===== src/inc/pwm_slice_defines.vh =====
// register map, field positions and reset values of the pwm slice
`ifndef PWM_SLICE_DEFINES_VH
`define PWM_SLICE_DEFINES_VH
// byte register offsets
`define OFS_CLOCK_PRESCALE 12'h0491
`define OFS_POSTSCALE 12'h0492
`define OFS_IRQ_FLAGS 12'h0493
`define OFS_IRQ_ENABLES 12'h0494
`define OFS_MODULE_CONTROL 12'h0495
`define OFS_PERIOD_LOWER 12'h048F
`define OFS_PERIOD_UPPER 12'h0490
`define OFS_SLICE_CONFIG 12'h0496
`define OFS_FIRST_LOWER 12'h0497
`define OFS_FIRST_UPPER 12'h0498
`define OFS_SECOND_LOWER 12'h0499
`define OFS_SECOND_UPPER 12'h049A
`define OFS_STATUS 12'h049B
// module control fields
`define CON_ENABLE 7
`define CON_RELOAD 2
`define CON_ERS_LOW 1
`define CON_ERS_NOW 0
// slice config fields
`define CFG_INV2 7
`define CFG_INV1 6
`define CFG_ALT 3
// modes
`define MODE_LEFT 3'h0
`define MODE_RIGHT 3'h1
`define MODE_CENTER 3'h2
`define MODE_VARIABLE 3'h3
`define MODE_SET 3'h4
`define MODE_TOGGLE 3'h5
// reset values
`define RST_BYTE 8'h00
`define RST_WORD 16'h0000
`endif


===== src/rtl/dual_output_pwm_slice.v =====
// dual output pwm slice with prescaler, postscaler and flags
//
// The strobed register port is this design's own decision.
`include "pwm_slice_defines.vh"

// Functional notes
// - period length is 16-bit clock count
// - period upper and lower bytes separately accessible
// - prescaler divides pwm clock by setting+1
// - period interrupt every postscale+1 period events
// - second flag set per mode event
// - first flag set per mode event
// - flags reach interrupt only when enabled
// - disable resets logic, keeps registers
// - reload copies buffers at period event
// - external reset polarity bit selects level
// - immediate reset stops counter next clock
// - deferred reset stops at period end
// - per-output polarity bit inverts output
// - push-pull alternates outputs each period
// - mode field decodes aligned modes
// - mode 100 sets output on match
// - mode 101 toggles output on match
// - reserved modes hold outputs in reset
// - first parameter 16-bit, resets zero
// - left/right aligned active n clocks
// - centre aligned active 2n clocks
// - variable aligned first sets, second clears
// - module flag ORs enabled parameter flags
module dual_output_pwm_slice #(
  parameter ADDR_W = 12
) (
  input wire mclk,
  input wire reset,
  input wire pwmClkEn,
  input wire extResetPin,
  input wire [ADDR_W-1:0] regAddr,
  input wire [7:0] regWdata,
  input wire regWr,
  input wire regRd,
  output reg [7:0] regRdata,
  output reg first_output,
  output reg second_output,
  output reg periodIrq,
  output reg paramIrq,
  output reg module_irq_flag
);

////////////////////////////////////////////////////////////////////////////
// software registers
reg [7:0] clock_divide_setting_r;
reg [7:0] period_event_divider_r;
reg [1:0] irqFlags_r;
reg [1:0] irqEnables_r;
reg moduleEnable_r;
reg reload_request_r;
reg ext_reset_active_low_r;
reg ext_reset_immediate_r;
reg [15:0] period_count_r;
reg [7:0] sliceConfig_r;
reg [15:0] first_param_r;
reg [15:0] second_param_r;
// working state
reg [15:0] periodBuf_r;
reg [15:0] firstBuf_r;
reg [15:0] secondBuf_r;
reg [15:0] timer_r;
reg [7:0] prescaleCnt_r;
reg [7:0] postscaleCnt_r;
reg rawFirst_r;
reg rawSecond_r;
reg altPhase_r;
reg stopped_r;
reg stopPending_r;
reg extSync1_r;
reg extSync2_r;

wire [2:0] mode = sliceConfig_r[2:0];
wire wrHit = regWr;

////////////////////////////////////////////////////////////////////////////
// pin synchroniser
always @(posedge mclk) begin
  if (reset) begin
    extSync1_r <= 1'b0;
    extSync2_r <= 1'b0;
  end else begin
    extSync1_r <= extResetPin;
    extSync2_r <= extSync1_r;
  end
end

// external reset level after polarity selection
wire extActive = extSync2_r ^ ext_reset_active_low_r;

////////////////////////////////////////////////////////////////////////////
// prescaler tick and period event
wire prescaleTick = moduleEnable_r && pwmClkEn &&
  (prescaleCnt_r == clock_divide_setting_r);
wire running = !stopped_r;
wire tick = prescaleTick && running;
wire periodEvent = tick && (timer_r == periodBuf_r);
wire [15:0] nextTimer = periodEvent ? `RST_WORD : timer_r + 16'h0001;
wire firstMatch = tick && (nextTimer == firstBuf_r);
wire secondMatch = tick && (nextTimer == secondBuf_r);

// span used by right and centre alignment, wraps when the parameter exceeds the period
wire [15:0] spanFirst = periodBuf_r - firstBuf_r;
wire [15:0] spanSecond = periodBuf_r - secondBuf_r;

////////////////////////////////////////////////////////////////////////////
// raw waveform for each output at the next timer value
reg nxtFirst;
reg nxtSecond;
always @* begin
  nxtFirst = rawFirst_r;
  nxtSecond = rawSecond_r;
  case (mode)
    `MODE_LEFT: begin
      nxtFirst = nextTimer < firstBuf_r;
      nxtSecond = nextTimer < secondBuf_r;
    end
    `MODE_RIGHT: begin
      nxtFirst = (firstBuf_r != `RST_WORD) &&
        (nextTimer > spanFirst); // last n counts only
      nxtSecond = (secondBuf_r != `RST_WORD) &&
        (nextTimer > spanSecond);
    end
    `MODE_CENTER: begin
      nxtFirst = (nextTimer < firstBuf_r) ||
        (nextTimer > spanFirst); // n before and n after the event
      nxtSecond = (nextTimer < secondBuf_r) ||
        (nextTimer > spanSecond);
      if (firstBuf_r == `RST_WORD) nxtFirst = 1'b0;
      if (secondBuf_r == `RST_WORD) nxtSecond = 1'b0;
    end
    `MODE_VARIABLE: begin
      if (firstMatch) begin
        nxtFirst = 1'b1;
        nxtSecond = 1'b1;
      end
      if (secondMatch) begin
        nxtFirst = 1'b0;
        nxtSecond = 1'b0;
      end
    end
    `MODE_SET: begin
      if (firstMatch) nxtFirst = 1'b1;
      if (secondMatch) nxtSecond = 1'b1;
    end
    `MODE_TOGGLE: begin
      if (firstMatch) nxtFirst = !rawFirst_r;
      if (secondMatch) nxtSecond = !rawSecond_r;
    end
    default: begin
      nxtFirst = 1'b0;
      nxtSecond = 1'b0;
    end
  endcase
end

////////////////////////////////////////////////////////////////////////////
// parameter flag events per mode
reg [1:0] paramEvent;
always @* begin
  paramEvent = 2'b00;
  case (mode)
    `MODE_LEFT: begin // trailing edge
      paramEvent[0] = tick && rawFirst_r && !nxtFirst;
      paramEvent[1] = tick && rawSecond_r && !nxtSecond;
    end
    `MODE_RIGHT: begin // leading edge
      paramEvent[0] = tick && !rawFirst_r && nxtFirst;
      paramEvent[1] = tick && !rawSecond_r && nxtSecond;
    end
    `MODE_CENTER: begin // any change
      paramEvent[0] = tick && (rawFirst_r != nxtFirst);
      paramEvent[1] = tick && (rawSecond_r != nxtSecond);
    end
    `MODE_VARIABLE, `MODE_SET, `MODE_TOGGLE: begin
      paramEvent[0] = firstMatch;
      paramEvent[1] = secondMatch;
    end
    default: paramEvent = 2'b00;
  endcase
end

////////////////////////////////////////////////////////////////////////////
// counter, prescaler, postscaler, external reset handling
always @(posedge mclk) begin
  if (reset || !moduleEnable_r) begin
    timer_r <= `RST_WORD;
    prescaleCnt_r <= `RST_BYTE;
    postscaleCnt_r <= `RST_BYTE;
    rawFirst_r <= 1'b0;
    rawSecond_r <= 1'b0;
    altPhase_r <= 1'b0;
    stopped_r <= 1'b0;
    stopPending_r <= 1'b0;
    periodIrq <= 1'b0;
  end else begin
    periodIrq <= 1'b0;
    if (pwmClkEn) begin
      if (prescaleCnt_r == clock_divide_setting_r)
        prescaleCnt_r <= `RST_BYTE;
      else
        prescaleCnt_r <= prescaleCnt_r + 8'h01;
    end
    if (extActive && !stopped_r) begin
      if (ext_reset_immediate_r && prescaleTick) begin
        stopped_r <= 1'b1;
        timer_r <= `RST_WORD;
        rawFirst_r <= 1'b0;
        rawSecond_r <= 1'b0;
      end else if (!ext_reset_immediate_r) begin
        stopPending_r <= 1'b1;
      end
    end
    if (stopped_r && !extActive && prescaleTick)
      stopped_r <= 1'b0;
    if (tick && !(extActive && ext_reset_immediate_r)) begin
      timer_r <= nextTimer;
      rawFirst_r <= nxtFirst;
      rawSecond_r <= nxtSecond;
      if (periodEvent) begin
        altPhase_r <= !altPhase_r;
        if (stopPending_r) begin
          stopped_r <= 1'b1;
          stopPending_r <= 1'b0;
          rawFirst_r <= 1'b0;
          rawSecond_r <= 1'b0;
        end
        if (postscaleCnt_r == period_event_divider_r) begin
          postscaleCnt_r <= `RST_BYTE;
          periodIrq <= 1'b1;
        end else begin
          postscaleCnt_r <= postscaleCnt_r + 8'h01;
        end
      end
    end
  end
end

////////////////////////////////////////////////////////////////////////////
// working buffers loaded on reload at period event
always @(posedge mclk) begin
  if (reset) begin
    periodBuf_r <= `RST_WORD;
    firstBuf_r <= `RST_WORD;
    secondBuf_r <= `RST_WORD;
  end else if (!moduleEnable_r) begin
    periodBuf_r <= period_count_r;
    firstBuf_r <= first_param_r;
    secondBuf_r <= second_param_r;
  end else if (periodEvent && reload_request_r) begin
    periodBuf_r <= period_count_r;
    firstBuf_r <= first_param_r;
    secondBuf_r <= second_param_r;
  end
end

////////////////////////////////////////////////////////////////////////////
// output polarity and push-pull steering
wire altOn = sliceConfig_r[`CFG_ALT];
wire gateFirst = rawFirst_r && (!altOn || !altPhase_r);
wire gateSecond = rawSecond_r && (!altOn || altPhase_r);
always @(posedge mclk) begin
  if (reset) begin
    first_output <= 1'b0;
    second_output <= 1'b0;
  end else begin
    first_output <= gateFirst ^ sliceConfig_r[`CFG_INV1];
    second_output <= gateSecond ^ sliceConfig_r[`CFG_INV2];
  end
end

////////////////////////////////////////////////////////////////////////////
// register writes and hardware-set flags
wire [1:0] flagNext = irqFlags_r | paramEvent;
always @(posedge mclk) begin
  if (reset) begin
    clock_divide_setting_r <= `RST_BYTE;
    period_event_divider_r <= `RST_BYTE;
    irqFlags_r <= 2'b00;
    irqEnables_r <= 2'b00;
    moduleEnable_r <= 1'b0;
    reload_request_r <= 1'b0;
    ext_reset_active_low_r <= 1'b0;
    ext_reset_immediate_r <= 1'b0;
    period_count_r <= `RST_WORD;
    sliceConfig_r <= `RST_BYTE;
    first_param_r <= `RST_WORD;
    second_param_r <= `RST_WORD;
  end else begin
    // set wins over a software clear in the same cycle
    if (wrHit && regAddr == `OFS_IRQ_FLAGS)
      irqFlags_r <= regWdata[1:0] | paramEvent;
    else
      irqFlags_r <= flagNext;
    // hardware clears reload once buffers are taken
    if (periodEvent && reload_request_r)
      reload_request_r <= 1'b0;
    if (wrHit) begin
      case (regAddr)
        `OFS_CLOCK_PRESCALE: clock_divide_setting_r <= regWdata;
        `OFS_POSTSCALE: period_event_divider_r <= regWdata;
        `OFS_IRQ_ENABLES: irqEnables_r <= regWdata[1:0];
        `OFS_MODULE_CONTROL: begin
          moduleEnable_r <= regWdata[`CON_ENABLE];
          if (!(periodEvent && reload_request_r) ||
              regWdata[`CON_RELOAD])
            reload_request_r <= regWdata[`CON_RELOAD];
          ext_reset_active_low_r <= regWdata[`CON_ERS_LOW];
          ext_reset_immediate_r <= regWdata[`CON_ERS_NOW];
        end
        `OFS_PERIOD_LOWER: period_count_r[7:0] <= regWdata;
        `OFS_PERIOD_UPPER: period_count_r[15:8] <= regWdata;
        `OFS_SLICE_CONFIG: sliceConfig_r <= regWdata;
        `OFS_FIRST_LOWER: first_param_r[7:0] <= regWdata;
        `OFS_FIRST_UPPER: first_param_r[15:8] <= regWdata;
        `OFS_SECOND_LOWER: second_param_r[7:0] <= regWdata;
        `OFS_SECOND_UPPER: second_param_r[15:8] <= regWdata;
        default: ;
      endcase
    end
  end
end

////////////////////////////////////////////////////////////////////////////
// interrupt outputs
wire [1:0] enabledFlags = irqFlags_r & irqEnables_r;
always @(posedge mclk) begin
  if (reset) begin
    paramIrq <= 1'b0;
    module_irq_flag <= 1'b0;
  end else begin
    paramIrq <= |enabledFlags;
    module_irq_flag <= |enabledFlags;
  end
end

////////////////////////////////////////////////////////////////////////////
// read data, one cycle after the strobe
always @(posedge mclk) begin
  if (reset) begin
    regRdata <= `RST_BYTE;
  end else if (regRd) begin
    case (regAddr)
      `OFS_CLOCK_PRESCALE: regRdata <= clock_divide_setting_r;
      `OFS_POSTSCALE: regRdata <= period_event_divider_r;
      `OFS_IRQ_FLAGS: regRdata <= {6'h00, irqFlags_r};
      `OFS_IRQ_ENABLES: regRdata <= {6'h00, irqEnables_r};
      `OFS_MODULE_CONTROL: regRdata <= {moduleEnable_r, 4'h0,
        reload_request_r, ext_reset_active_low_r, ext_reset_immediate_r};
      `OFS_PERIOD_LOWER: regRdata <= period_count_r[7:0];
      `OFS_PERIOD_UPPER: regRdata <= period_count_r[15:8];
      `OFS_SLICE_CONFIG: regRdata <= {sliceConfig_r[7:6], 2'b00,
        sliceConfig_r[3:0]};
      `OFS_FIRST_LOWER: regRdata <= first_param_r[7:0];
      `OFS_FIRST_UPPER: regRdata <= first_param_r[15:8];
      `OFS_SECOND_LOWER: regRdata <= second_param_r[7:0];
      `OFS_SECOND_UPPER: regRdata <= second_param_r[15:8];
      `OFS_STATUS: regRdata <= {5'h00, stopped_r, |enabledFlags,
        altPhase_r};
      default: regRdata <= `RST_BYTE;
    endcase
  end else begin
    regRdata <= `RST_BYTE;
  end
end

endmodule // dual_output_pwm_slice


===== config.mk =====
export PLATFORM = sky130hd
export DESIGN_NAME = dual_output_pwm_slice
export DESIGN_NICKNAME = d
export VERILOG_FILES = /design/src/rtl/dual_output_pwm_slice.v
export VERILOG_INCLUDE_DIRS = /design/src /design/src/inc
export SDC_FILE = /design/constraint.sdc
export NUM_CORES = 1
export LEC_CHECK = 0
export ABC_AREA = 1
export ABC_CLOCK_PERIOD_IN_PS = 5300
export BUFFER_PORTS_ARGS = -buffer_cell sky130_fd_sc_hd__buf_4
export CORE_MARGIN = 3
export CORE_UTILIZATION = 60
export DETAILED_ROUTE_END_ITERATION = 8
export GPL_TIMING_DRIVEN = 0
export PLACE_DENSITY = 0.78
export SYNTH_ARGS = -nofsm -noshare
export SYNTH_HDL_FRONTEND = slang
export SYNTH_SLANG_ARGS = --single-unit

===== constraint.sdc =====
create_clock -name mclk -period 5.3 [get_ports mclk]
set_input_delay 0.53 -clock mclk [delete_from_list [all_inputs] [get_ports mclk]]
set_output_delay 0.53 -clock mclk [all_outputs]
set_load 0.005 [all_outputs]

==> results of run 1 <==
==> worst max path at each step <==
stage,start,endpoint,slack (ps),cells after the start
6_report,timer_r[0],irqFlags_r[1],580,27
4_1_cts,timer_r[15],irqFlags_r[1],700,24
3_5_place_dp,pwmClkEn,irqFlags_r[1],660,21
5_1_grt,timer_r[0],irqFlags_r[1],230,30
3_3_place_gp,pwmClkEn,irqFlags_r[1],650,21
2_1_floorplan,timer_r[0],irqFlags_r[1],1570,30
==> power groups by stage <==
stage          clock [W]  sequential (W)  combinational (W)
2_1_floorplan          0         0.00136          0.0000418
3_5_place_dp           0         0.00136          0.0000833
5_1_grt          0.00139         0.00133          0.0000913
3_3_place_gp           0         0.00136          0.0000826
6_report         0.00134         0.00133          0.0000861
4_1_cts          0.00133         0.00133          0.0000834
==> cell families (layout without fill, tap and decap cells) <==
logic type                 after synthesis  in the layout  share of synthesized area
buffers and inverters                  270            339                     0.0939
xor gates and xnor gates                41             41                     0.0326
DFF                                    177            177                      0.322
adders and majority gates               99             99                      0.114
AOI/OAI and AO/OA                      413            413                      0.217
muxes                                    1              1                   0.000909
and+or+nand+nor                        535            535                      0.220
==> sequential cells by signal, indices dropped and copies added (netlist names), 2 cells and up <==
name / cells
period_event_divider_r: 8
irqEnables_r: 2
second_param_r: 16
secondBuf_r: 16
irqFlags_r: 2
first_param_r: 16
periodBuf_r: 16
clock_divide_setting_r: 8
period_count_r: 16
postscaleCnt_r: 8
timer_r: 16
regRdata: 8
sliceConfig_r: 6
firstBuf_r: 16
prescaleCnt_r: 8
==> final cells by class <==
class                      count  area (um2)  area share
multi-input combinational   1089        6440       0.528
clock inverter                11         151      0.0124
sequential                   177        3540       0.290
clock buffer                  21         470      0.0386
buffer                        46         194      0.0159
inverter                     224         841      0.0689
tap                          225         282      0.0231
timing repair buffer          37         278      0.0228
==> synthesized netlist by cell type, types with 5 or more instances <==
| cell | n | area share |
|---|---|---|
| inv_1 | 196 | 0.067 |
| a221oi_1 | 13 | 0.010 |
| nor2_2 | 15 | 0.0085 |
| a31oi_1 | 9 | 0.0051 |
| nand4_1 | 30 | 0.017 |
| buf_2 | 8 | 0.0036 |
| nand2_1 | 240 | 0.082 |
| xnor2_1 | 9 | 0.0072 |
| o21ai_1 | 5 | 0.0023 |
| o22ai_1 | 6 | 0.0034 |
| nor2_4 | 5 | 0.0051 |
| nor3_1 | 24 | 0.011 |
| a211oi_1 | 53 | 0.036 |
| a21oi_1 | 179 | 0.081 |
| nor4_1 | 16 | 0.0091 |
| inv_2 | 27 | 0.0092 |
| clkbuf_1 | 33 | 0.011 |
| nor2_1 | 151 | 0.051 |
| nand3_1 | 31 | 0.014 |
| dfxtp_1 | 177 | 0.32 |
| ha_1 | 97 | 0.11 |
| a21o_1 | 5 | 0.0034 |
| nor3_2 | 5 | 0.0045 |
| o21ai_0 | 112 | 0.051 |
| xor2_1 | 32 | 0.025 |
==> layer usage <==
metal,up-vias,share of wire,track usage
met5,-,0,0
met4,0,0.047,0.151
met3,106,0.076,0.0600
met2,500,0.47,0.601
met1,5001,0.40,0.420
li1,5336,-,-
==> worst reg2reg max path, cell delays in order (launching register included) <==
cell and delay, ps:
dfxtp_1 400, inv_2 80, nor3_2 270, inv_2 60, nor2_1 80, inv_1 60
nor2_1 110, inv_2 60, nor2_2 110, inv_2 70, nor3_1 130, nand4_1 160
nor4_1 350, a21oi_1 120, o21a_1 230, ha_1 360, nand4_1 160, or3_1 420
nor3_1 330, inv_1 110, ha_1 280, a21oi_1 130, o221a_2 200, nand2_1 60
nand2_1 70, nand4_1 90, nand2_1 80, inv_1 40
==> placed cells by master (no fill, tap or decap), types with 5 or more instances in the layout <==
cell type / instances
a31oi_1: 9
nor2_1: 151
nor4_1: 16
o21ai_0: 112
a21oi_1: 179
xor2_1: 32
ha_1: 97
nand2_1: 240
buf_4: 40
inv_2: 27
clkbuf_16: 17
nor2_4: 5
buf_2: 8
nor3_1: 24
nor3_2: 5
o21ai_1: 5
a221oi_1: 13
a211oi_1: 53
clkbuf_1: 34
inv_1: 196
xnor2_1: 9
o22ai_1: 6
a21o_1: 5
nand3_1: 31
nor2_2: 15
dfxtp_1: 177
nand4_1: 30
==> per-stage QoR <==
stage	hold slack (ps)	instance area, um2
global route	324	12200
global placement	402	11600
CTS	294	12200
detailed placement	407	11600
floorplan	388	11000
finish	298	12200
==> results.txt, run 1 <==
The flow ran to the end, and the final reports show no timing, DRC or antenna violations. The clock period minus worst slack is 4720 ps. Synthesis inferred roughly 180 register bits.

The core box area came out at around 18000 um2. The sequential fraction of the synthesis area is 0.322. The post-cts resize count is 0. The total half-perimeter wirelength after legalization and detailed placement came out at roughly 28000 um. The per-cell routed wire length is 19.0 um. The number of buffers created by CTS is 17. The slew of the pin with the lowest slew margin came out at 882 ps. The initial detailed-routing violation count is 1179. For the worst flop-to-flop path, the logic depth is 27. After technology mapping, the gate count stands at between 1500 and 2000. The reg2reg setup slack is roughly 580 ps. The number of input and output port buffers inserted is 37.

The clock latency on the worst-skew pair is 430 ps. The H-tree level count came out at 4. The share of flip-flops with an asynchronous set or reset is 0. Setup violations remaining at the end of the flow were counted as 0. The initial utilization of the core area, before any placement, comes to 0.624. The total power of the final layout came out at 0.00276 W. The diode insertion count for antenna repair came out at 0. The sequential share of power is 0.483. The floorplan die area came out at 20000 um2.

Wires add up to 34700 um. The number of nets in the layout is 1717. Together, buffers and inverters on the worst path number 7. The core utilization of the finished layout came out at 0.691. The dominant cell type by count on the critical path is inv_2. The fill cell total of the finished layout is 1559.

The number of synthesized flops with an enable pin is 0. The detail-routed via count per cell came out at 5.98. The post-cts hold buffer count came out at 0.

Once routing completed, OpenROAD measured the worst setup slack at 580 ps. Of the total power, the share spent switching nets is 0.225. In this run the worst path has a maximum fanout of 5.

The largest net degree at the start of global routing is 17. The final count of hold timing violations came out at 0. For this design, the sink count on the clock tree is 177. The max-slew headroom at the worst pin came out at 0.407.

The arrival time at the worst endpoint came out at 5050 ps. The net count after synthesis came out at 1661. Routability-driven placement finished with a final weighted congestion of 0.986. The total number of vias is 10900. The worst min-delay path startpoint is extResetPin. The number of global-route vias before repair is 10300.

The first-pass iteration count of the detailed router came out at 7. On the critical path the largest part of the delay comes from simple AND/OR/NAND/NOR gates. The max capacitance violation total came out at 0.

The post-CTS setup-driven buffer insertion count is 0. The global-route wire length before repair came out at 54300 um. The post-layout instance count excluding filler cells is 1830.

The total count of max-transition violations in the final report came out at 0. The leakage power figure came out at 5.17 nW. The endpoint of the worst register-to-register path is irqFlags_r[1]. The combinational share of power came out at 0.031. The initial antenna violation count was 0. The post-route setup TNS is 0 ps.

The clock tree skew after final layout came out at 11.9 ps. After detailed routing, the number of remaining DRC violations is 0. The worst setup path is captured at a register.

The mean instance size in the synthesized netlist came out at 7.17 um2. For this design, the slowest cell found on the critical path is or3_1. The tightest min-delay check is of the input port to register type. The hold-critical path depth came out at 3. The largest vdd supply drop is around 0.24 mV. The register clock-pin slew on the reported worst setup and hold paths is 70 ps. The layout overhead on the synthesized area is 10.7%. The cell area after synthesis came out at about 11000 um2. The most used flip-flop cell after synthesis is dfxtp_1. Setup repair after global routing left no endpoint under its margin. Of the cells placed in the final design, the portion with a size suffix greater than 1 is 0.0916. The cell count after placement came out at 1798. Timing analysis after detailed placement gives a worst setup slack of 662 ps. For this run the aggregate overflow at the end of global routing stands at 0. The warning count from the yosys run is 0. The height of the die is ~140 um. The power per unit of standard cell area came out at 226 nW/um2.

STA puts the critical path data required time at between 5000 and 6000 ps. Pin placement for this block handled 39 I/O pins. The remaining antenna violation count is 0. The die width is 142 um.

The tree is rooted in a clkbuf_16. The number of rows created at floorplan is 48. The type of element launching the critical path is a register. TritonCTS built the clock tree. For this run, the total global-route usage over all layers was measured as 0.346. Summed over all nets, the switching power comes to 0.000620 W.

The setup path with the least slack is of type register to register. The maximum clock path buffer count is 2. In this run the critical register-to-register path is launched from timer_r[0].

The delay of the slowest cell on the worst path is around 420 ps. The internal power of the cells is 0.00214 W. For hold timing, the worst endpoint is extSync1_r. The final clock period utilization by the worst path came out at 0.891. The clock network fraction of total power came out at 0.486. The achievable frequency came out at 0.212 GHz. The number of distinct library cells after synthesis came out at 55.
(Power assumes the default switching activity.)
==> run 2: changes to the inputs <==
Settings changed: CORE_MARGIN 3 to 4, MAX_ROUTING_LAYER set to met4, REMOVE_ABC_BUFFERS set to 1.
==> run 2 against run 1 <==
Effect of this change: routed wire length decreased by 8.4%; die area increased by 2.8%; via count decreased by 4.1%; sequential power about the same; highest routed layer unchanged.
==> results.txt, run 2 (synthesis gave the netlist of run 1 again) <==
The total number of vias came out at 10500 (was 10900). The final hold slack is 296 ps (was 298 ps). The dominant cell type by count on the critical path is nand2_1 (was inv_2).

The achievable frequency came to 0.200 GHz (was 0.212 GHz). The die width is 144 um (was 142 um). The number of sinks on the clock net came out at 177 (unchanged). The final count of hold timing violations came to 0 (unchanged).

The slowest library cell on the worst path is nor2_4 (was or3_1). The post-route worst setup slack came to 301 ps (was 580 ps). The number of global-route vias before repair is 9836 (was 10300). Outcome: completed (unchanged).

The worst slack at placement came out at 357 ps (was 662 ps). The critical path data required time is 5640 ps (was 5630 ps). The number of rows created at floorplan was 49 (was 48). The slew of the pin with the lowest slew margin is 1040 ps (was 882 ps).

The H-tree level count is 4 (unchanged). Highest-count cells in the layout ignoring fill and taps: nand2_1 (240), inv_1 (195), a21oi_1 (178) (was nand2_1 (240), inv_1 (196), a21oi_1 (179)). The fraction of final layout cells sized beyond drive strength 1 was 0.0915 (was 0.0916). The total count of max-transition violations in the final report is 0 (unchanged). The cell at the root of the clock tree is clkbuf_16 (unchanged). The last weighted congestion value of the routability-driven placer is 1.00 (was 0.986). The total half-perimeter wirelength after legalization and detailed placement is 24300 um (was 27600 um). The global-route wire length before repair was 50800 um (was 54300 um). The count of final setup violators came out at 0 (unchanged).

The initial antenna violation count is 0 (unchanged). The post-cts hold buffer count is 0 (unchanged). The number of buffers created by CTS was 17 (unchanged). The total power of the final layout came to 0.00266 W (was 0.00276 W). The first-pass iteration count of the detailed router is 7 (unchanged). The top-level port count is 39 (unchanged).

The largest net degree at the start of global routing came out at 67 (was 17). The leakage power figure is 5.09 nW (was 5.17 nW). The height of the die came out at 144 um (was 142 um). The number of buffers and inverters on the critical path is 4 (was 7). The max capacitance violation total is 0 (unchanged). The kind of cell adding the most delay to the critical path is simple AND/OR/NAND/NOR gates (unchanged). The diode insertion count for antenna repair came out at 0 (unchanged).

The register clock-pin slew on the reported worst setup and hold paths is 70 ps (about the same). The leftover overflow at the end of global routing is 0 (unchanged). The detailed-route DRC error count is 0 (unchanged).

The routed wire length is 31800 um (was 34700 um). The CTS tree is done (unchanged). The type of element launching the critical path is a register (unchanged). The cell count after placement came out at 1760 (was 1798).

The starting density of the core came out at 0.611 (was 0.624). The power per unit of standard cell area was 220 nW/um2 (was 226 nW/um2). The arrival time at the worst endpoint was 5340 ps (was 5050 ps). The element type at the critical path end is a register (unchanged). The floorplan die area is 20600 um2 (was 20000 um2). The path type of the worst setup path was register to register (unchanged). The maximum clock path buffer count came to 2 (unchanged). The delay of the slowest cell on the worst path is 590 ps (was 420 ps).

The largest fanout on the critical path came out at 23 (was 5). The global-route usage over all layers is 0.324 (was 0.346). The most common cell after layout, fill and taps aside is nand2_1 (unchanged). The post-CTS setup-driven buffer insertion count came out at 0 (unchanged). The largest vdd supply drop was 0.183 mV (was 0.245 mV).

The number of nets in the layout is 1675 (was 1717). The signal on the critical path passes through inv_1, nand2_1, nand2_1, nor2_1, nand2_1, nor2_4, nand3_4, nor2_4, inv_2, o21ai_0, a21oi_1, ha_1, nand4_1, or3_1, nor3_1, inv_1, ha_1, a21oi_1, o221a_2, nand2_1, nand2_1, nand4_1, nand2_1, inv_1. The clock tree skew after final layout came out at 9.46 ps (was 11.9 ps). The post-layout instance count excluding filler cells came out at 1792 (was 1830).

The final clock period utilization by the worst path is 0.943 (was 0.891). The per-cell routed wire length came out at 17.8 um (was 19.0 um). The number of input and output port buffers inserted is 38 (was 37). The core box area came to 18000 um2 (was 17700 um2). The layout overhead on the synthesized area is 9.44% (was 10.7%). The clock period minus worst slack is 5000 ps (was 4720 ps). The initial detailed-routing violation count came out at 1075 (was 1179). Setup repair after global routing missed its margin: no (unchanged). The max-slew headroom at the worst pin came out at 0.309 (was 0.407).

The type of the tightest min-delay check is input port to register (unchanged). The remaining antenna violation count is 0 (unchanged). The post-cts resize count came out at 0 (unchanged). The clock latency on the worst-skew pair came out at 440 ps (was 430 ps). The detail-routed via count per cell came out at 5.86 (was 5.98).
[run 2: cell types whose count changed in the layout (fill, tap and decap cells not counted), sizes merged]
cell / before / now
bufinv: 3 / 1
inv: 225 / 230
clkinvlp: 4 / 3
buf: 50 / 41
clkinv: 3 / 5
clkbuf: 54 / 17
[run 2: area by class of cell]
type | instances | area [um2]
Sequential cell | 177 | 3540
Multi-Input combinational cell | 1089 | 6460
Tap cell | 229 | 287
Clock buffer | 17 | 425
Fill cell | 1606 | 5970
Clock inverter | 15 | 149
Inverter | 224 | 841
Timing Repair Buffer | 41 | 353
[run 2: stage by stage]
step / TNS, ps / utilization / cell area [um2]
after floorplan: 0 / - / 10800
after global placement: -62190 / 0.632 / 11400
after detailed placement: 0 / 0.637 / 11500
after CTS: 0 / 0.668 / 12000
after global routing: 0 / 0.669 / 12100
final: 0 / 0.669 / 12100
[run 2: path summary, 6_finish.rpt]
kind / start / endpoint / slack [ps] / depth (start not counted)
hold reg to reg: extSync1_r / extSync2_r / 410 / 2
hold / removal: extResetPin / extSync1_r / 300 / 3
setup / recovery: clock_divide_setting_r[7] / irqFlags_r[1] / 300 / 24
setup reg to reg: clock_divide_setting_r[7] / irqFlags_r[1] / 300 / 24
[run 2: worst min-delay path: stages]
cell and delay [ps]:
buf_4 80, inv_1 30, nor2_1 70
[run 2: per-layer routing]
metal	GRT usage	up-vias	wire, um	part of all wire
met5	-	-	0	0
met4	0.150	0	1470	0.046
met3	0.0386	88	1800	0.056
met2	0.526	389	14900	0.47
met1	0.405	4762	13700	0.43
li1	-	5257	-	-
[run 2: report_power, final]
group | switching (W) | internal, W
Combinational | 0.0000581 | 0.0000224
Clock | 0.000584 | 0.000662
Sequential | 0.000000383 | 0.00133
==> run 3: changes to the inputs <==
Settings changed: PLACE_DENSITY 0.78 to 0.84.
==> run 3 against run 2 <==
Effect of this change: non-clock buffer count stayed put; combinational power hardly changed; clock skew is 1.2 ps lower; cell count stayed put; total power is 2.4% lower; global-route usage is 0.63 points lower; critical endpoint unchanged.
==> results.txt, run 3 (synthesis gave the netlist of run 1 again) <==
The last weighted congestion value of the routability-driven placer is 1.02 (was 1.00). The CTS tree is done (unchanged). The reg2reg setup slack is 330 ps (was 300 ps). The total count of max-transition violations in the final report came to 0 (unchanged). The type of the tightest min-delay check is input port to register (unchanged). The post-cts resize count came to 0 (unchanged). The slew of the pin with the lowest slew margin is 1010 ps (was 1040 ps). The startpoint of the lowest-slack register-to-register path was clock_divide_setting_r[7] (unchanged). The number of nets in the layout is 1675 (unchanged).

The top-level port count came out at 39 (unchanged). The total power of the final layout came out at 0.00259 W (was 0.00266 W). Setup repair after global routing missed its margin: no (unchanged). The leakage power figure is 5.07 nW (was 5.09 nW). The height of the die came to 144 um (unchanged).

The diode insertion count for antenna repair is 0 (unchanged). The core box area was 18000 um2 (unchanged). The startpoint of the worst setup timing path was clock_divide_setting_r[7] (unchanged). Highest-count cells in the layout ignoring fill and taps: nand2_1 (240), inv_1 (195), a21oi_1 (178) (unchanged). The total number of vias came out at 10700 (was 10500).

The largest net degree at the start of global routing came out at 74 (was 67). The global-route usage over all layers came to 0.318 (was 0.324). The leftover overflow at the end of global routing is 0 (unchanged). The count of final setup violators came out at 0 (unchanged). The routed wire length came out at 31600 um (was 31800 um). The register clock-pin slew on the reported worst setup and hold paths came out at 70 ps (about the same). The largest fanout on the critical path came out at 23 (unchanged). The most common cell after layout, fill and taps aside is nand2_1 (unchanged). The wire length on met3 came out at 2430 um (was 1800 um). The number of cells on the worst reg-to-reg path came out at 24 (unchanged).

The first-pass iteration count of the detailed router came to 8 (was 7). The delay of the slowest cell on the worst path is 580 ps (was 590 ps). The largest vdd supply drop is 0.162 mV (was 0.183 mV).

The endpoint of the worst register-to-register path is irqFlags_r[1] (unchanged). The cell area after layout is 12000 um2 (was 12100 um2). The clock period minus worst slack is 4970 ps (was 5000 ps).

The final clock period utilization by the worst path is 0.938 (was 0.943). The final hold slack is 293 ps (was 296 ps). The power per unit of standard cell area was 216 nW/um2 (was 220 nW/um2). The number of sinks on the clock net is 177 (unchanged).

The max capacitance violation total is 0 (unchanged). The total half-perimeter wirelength after legalization and detailed placement came to 24200 um (was 24300 um). The kind of cell adding the most delay to the critical path is simple AND/OR/NAND/NOR gates (unchanged). The post-layout instance count excluding filler cells was 1792 (unchanged). The number of buffers and inverters on the critical path came out at 4 (unchanged).

The dominant cell type by count on the critical path was nand2_1 (unchanged). The arrival time at the worst endpoint came to 5310 ps (was 5340 ps). The global-route wire length before repair is 49800 um (was 50800 um). The max-slew headroom at the worst pin came out at 0.326 (was 0.309). Cell breakdown of the critical path: inv_1, nand2_1, nand2_1, nor2_1, nand2_1, nor2_4, nand3_4, nor2_4, inv_2, o21ai_0, a21oi_1, ha_1, nand4_1, or3_1, nor3_1, inv_1, ha_1, a21oi_1, o221a_2, nand2_1, nand2_1, nand4_1, nand2_1, inv_1 (unchanged). The number of buffers created by CTS is 17 (unchanged).

The sum of met2 wire segment lengths after detailed routing came out at 14700 um (was 14900 um). The die width was 144 um (unchanged). The slowest library cell on the worst path is nor2_4 (unchanged). Outcome: completed (unchanged).

The number of global-route vias before repair was 9727 (was 9836). The critical path data required time came out at 5640 ps (about the same). The cell at the root of the clock tree is clkbuf_16 (unchanged). The final count of hold timing violations is 0 (unchanged).

The remaining antenna violation count was 0 (unchanged). The fraction of final layout cells sized beyond drive strength 1 came to 0.0902 (was 0.0915). The clock tree skew after final layout is 8.25 ps (was 9.46 ps).

The clock latency on the worst-skew pair was 440 ps (about the same). The detailed-route DRC error count came out at 0 (unchanged). The detailed-routing wirelength on met1 is 13100 um (was 13700 um). The area of placed instances was 11500 um2 (about the same). The starting density of the core came to 0.611 (unchanged).

The layout overhead on the synthesized area is 9.11% (was 9.44%). The initial detailed-routing violation count came out at 1187 (was 1075). The post-cts hold buffer count is 0 (unchanged). The per-cell routed wire length is 17.7 um (was 17.8 um). The path type of the worst setup path is register to register (unchanged).

The critical path endpoint was irqFlags_r[1] (unchanged). The top metal layer carrying routed signals is met4 (unchanged). The H-tree level count is 4 (unchanged). The total number of cells along the worst setup path came out at 24 (unchanged). The maximum clock path buffer count came out at 2 (unchanged). The type of element launching the critical path is a register (unchanged). The achievable frequency was 0.201 GHz (was 0.200 GHz). The cell count after placement is 1760 (unchanged). The number of input and output port buffers inserted is 38 (unchanged). The post-CTS setup-driven buffer insertion count came to 0 (unchanged). The floorplan die area was 20600 um2 (unchanged). The detail-routed via count per cell was 5.99 (was 5.86). The initial antenna violation count is 0 (unchanged).

The number of rows created at floorplan was 49 (unchanged). The element type at the critical path end is a register (unchanged).
==> run 3: cell types whose count changed in the layout (fill, tap and decap cells not counted), sizes merged <==
cell | before | now
bufinv | 1 | 0
clkbuf | 17 | 20
inv | 230 | 228
==> run 3: worst reg2reg max path, cell delays in order (launching register included) <==
cell     delay, ps
dfxtp_1        460
inv_1           60
nand2_1         60
nand2_1         40
nor2_1          90
nand2_1         90
nor2_4         200
nand3_4        350
nor2_4         600
inv_2          290
o21ai_0        140
a21oi_1        150
ha_1           370
nand4_1        160
or3_1          400
nor3_1         370
inv_1          110
ha_1           280
a21oi_1        130
o221a_2        210
nand2_1         60
nand2_1         60
nand4_1         70
nand2_1         70
inv_1           40
==> run 3: layout make-up <==
type                       instances  area [um2]
multi-input combinational       1089        6460
fill                            1556        6000
sequential                       177        3540
inverter                         224         841
clock buffer                      20         447
timing repair buffer              41         345
tap                              229         287
clock inverter                    12        98.8
==> run 3: through the flow <==
stage	worst slack, ps	setup TNS [ps]	utilization
2_1_floorplan	626	0	-
3_3_place_gp	-1800	-52280	0.632
3_5_place_dp	410	0	0.636
4_1_cts	394	0	0.666
5_1_grt	6.06	0	0.667
6_report	331	0	0.667
==> run 3: how the worst min path moves through the flow <==
stage	start	endpoint	slack, ps	depth (start not counted)
after floorplan	extSync1_r	extSync2_r	390	2
after global placement	extSync1_r	extSync2_r	400	2
after detailed placement	extSync1_r	extSync2_r	400	2
after CTS	extResetPin	extSync1_r	290	3
after global routing	extResetPin	extSync1_r	330	3
final	extResetPin	extSync1_r	290	3
==> run 3: per-layer routing <==
metal / vias to the layer above / GRT usage
li1: 5264 / -
met1: 4871 / 0.398
met2: 501 / 0.509
met3: 106 / 0.0509
met4: 0 / 0.139
met5: - / -
==> run 3: report_power, final <==
part	total (W)	internal [W]	switching (W)
registers	0.00133	0.00133	0.000000399
logic	0.0000806	0.0000224	0.0000582
clock network	0.00118	0.000622	0.000561
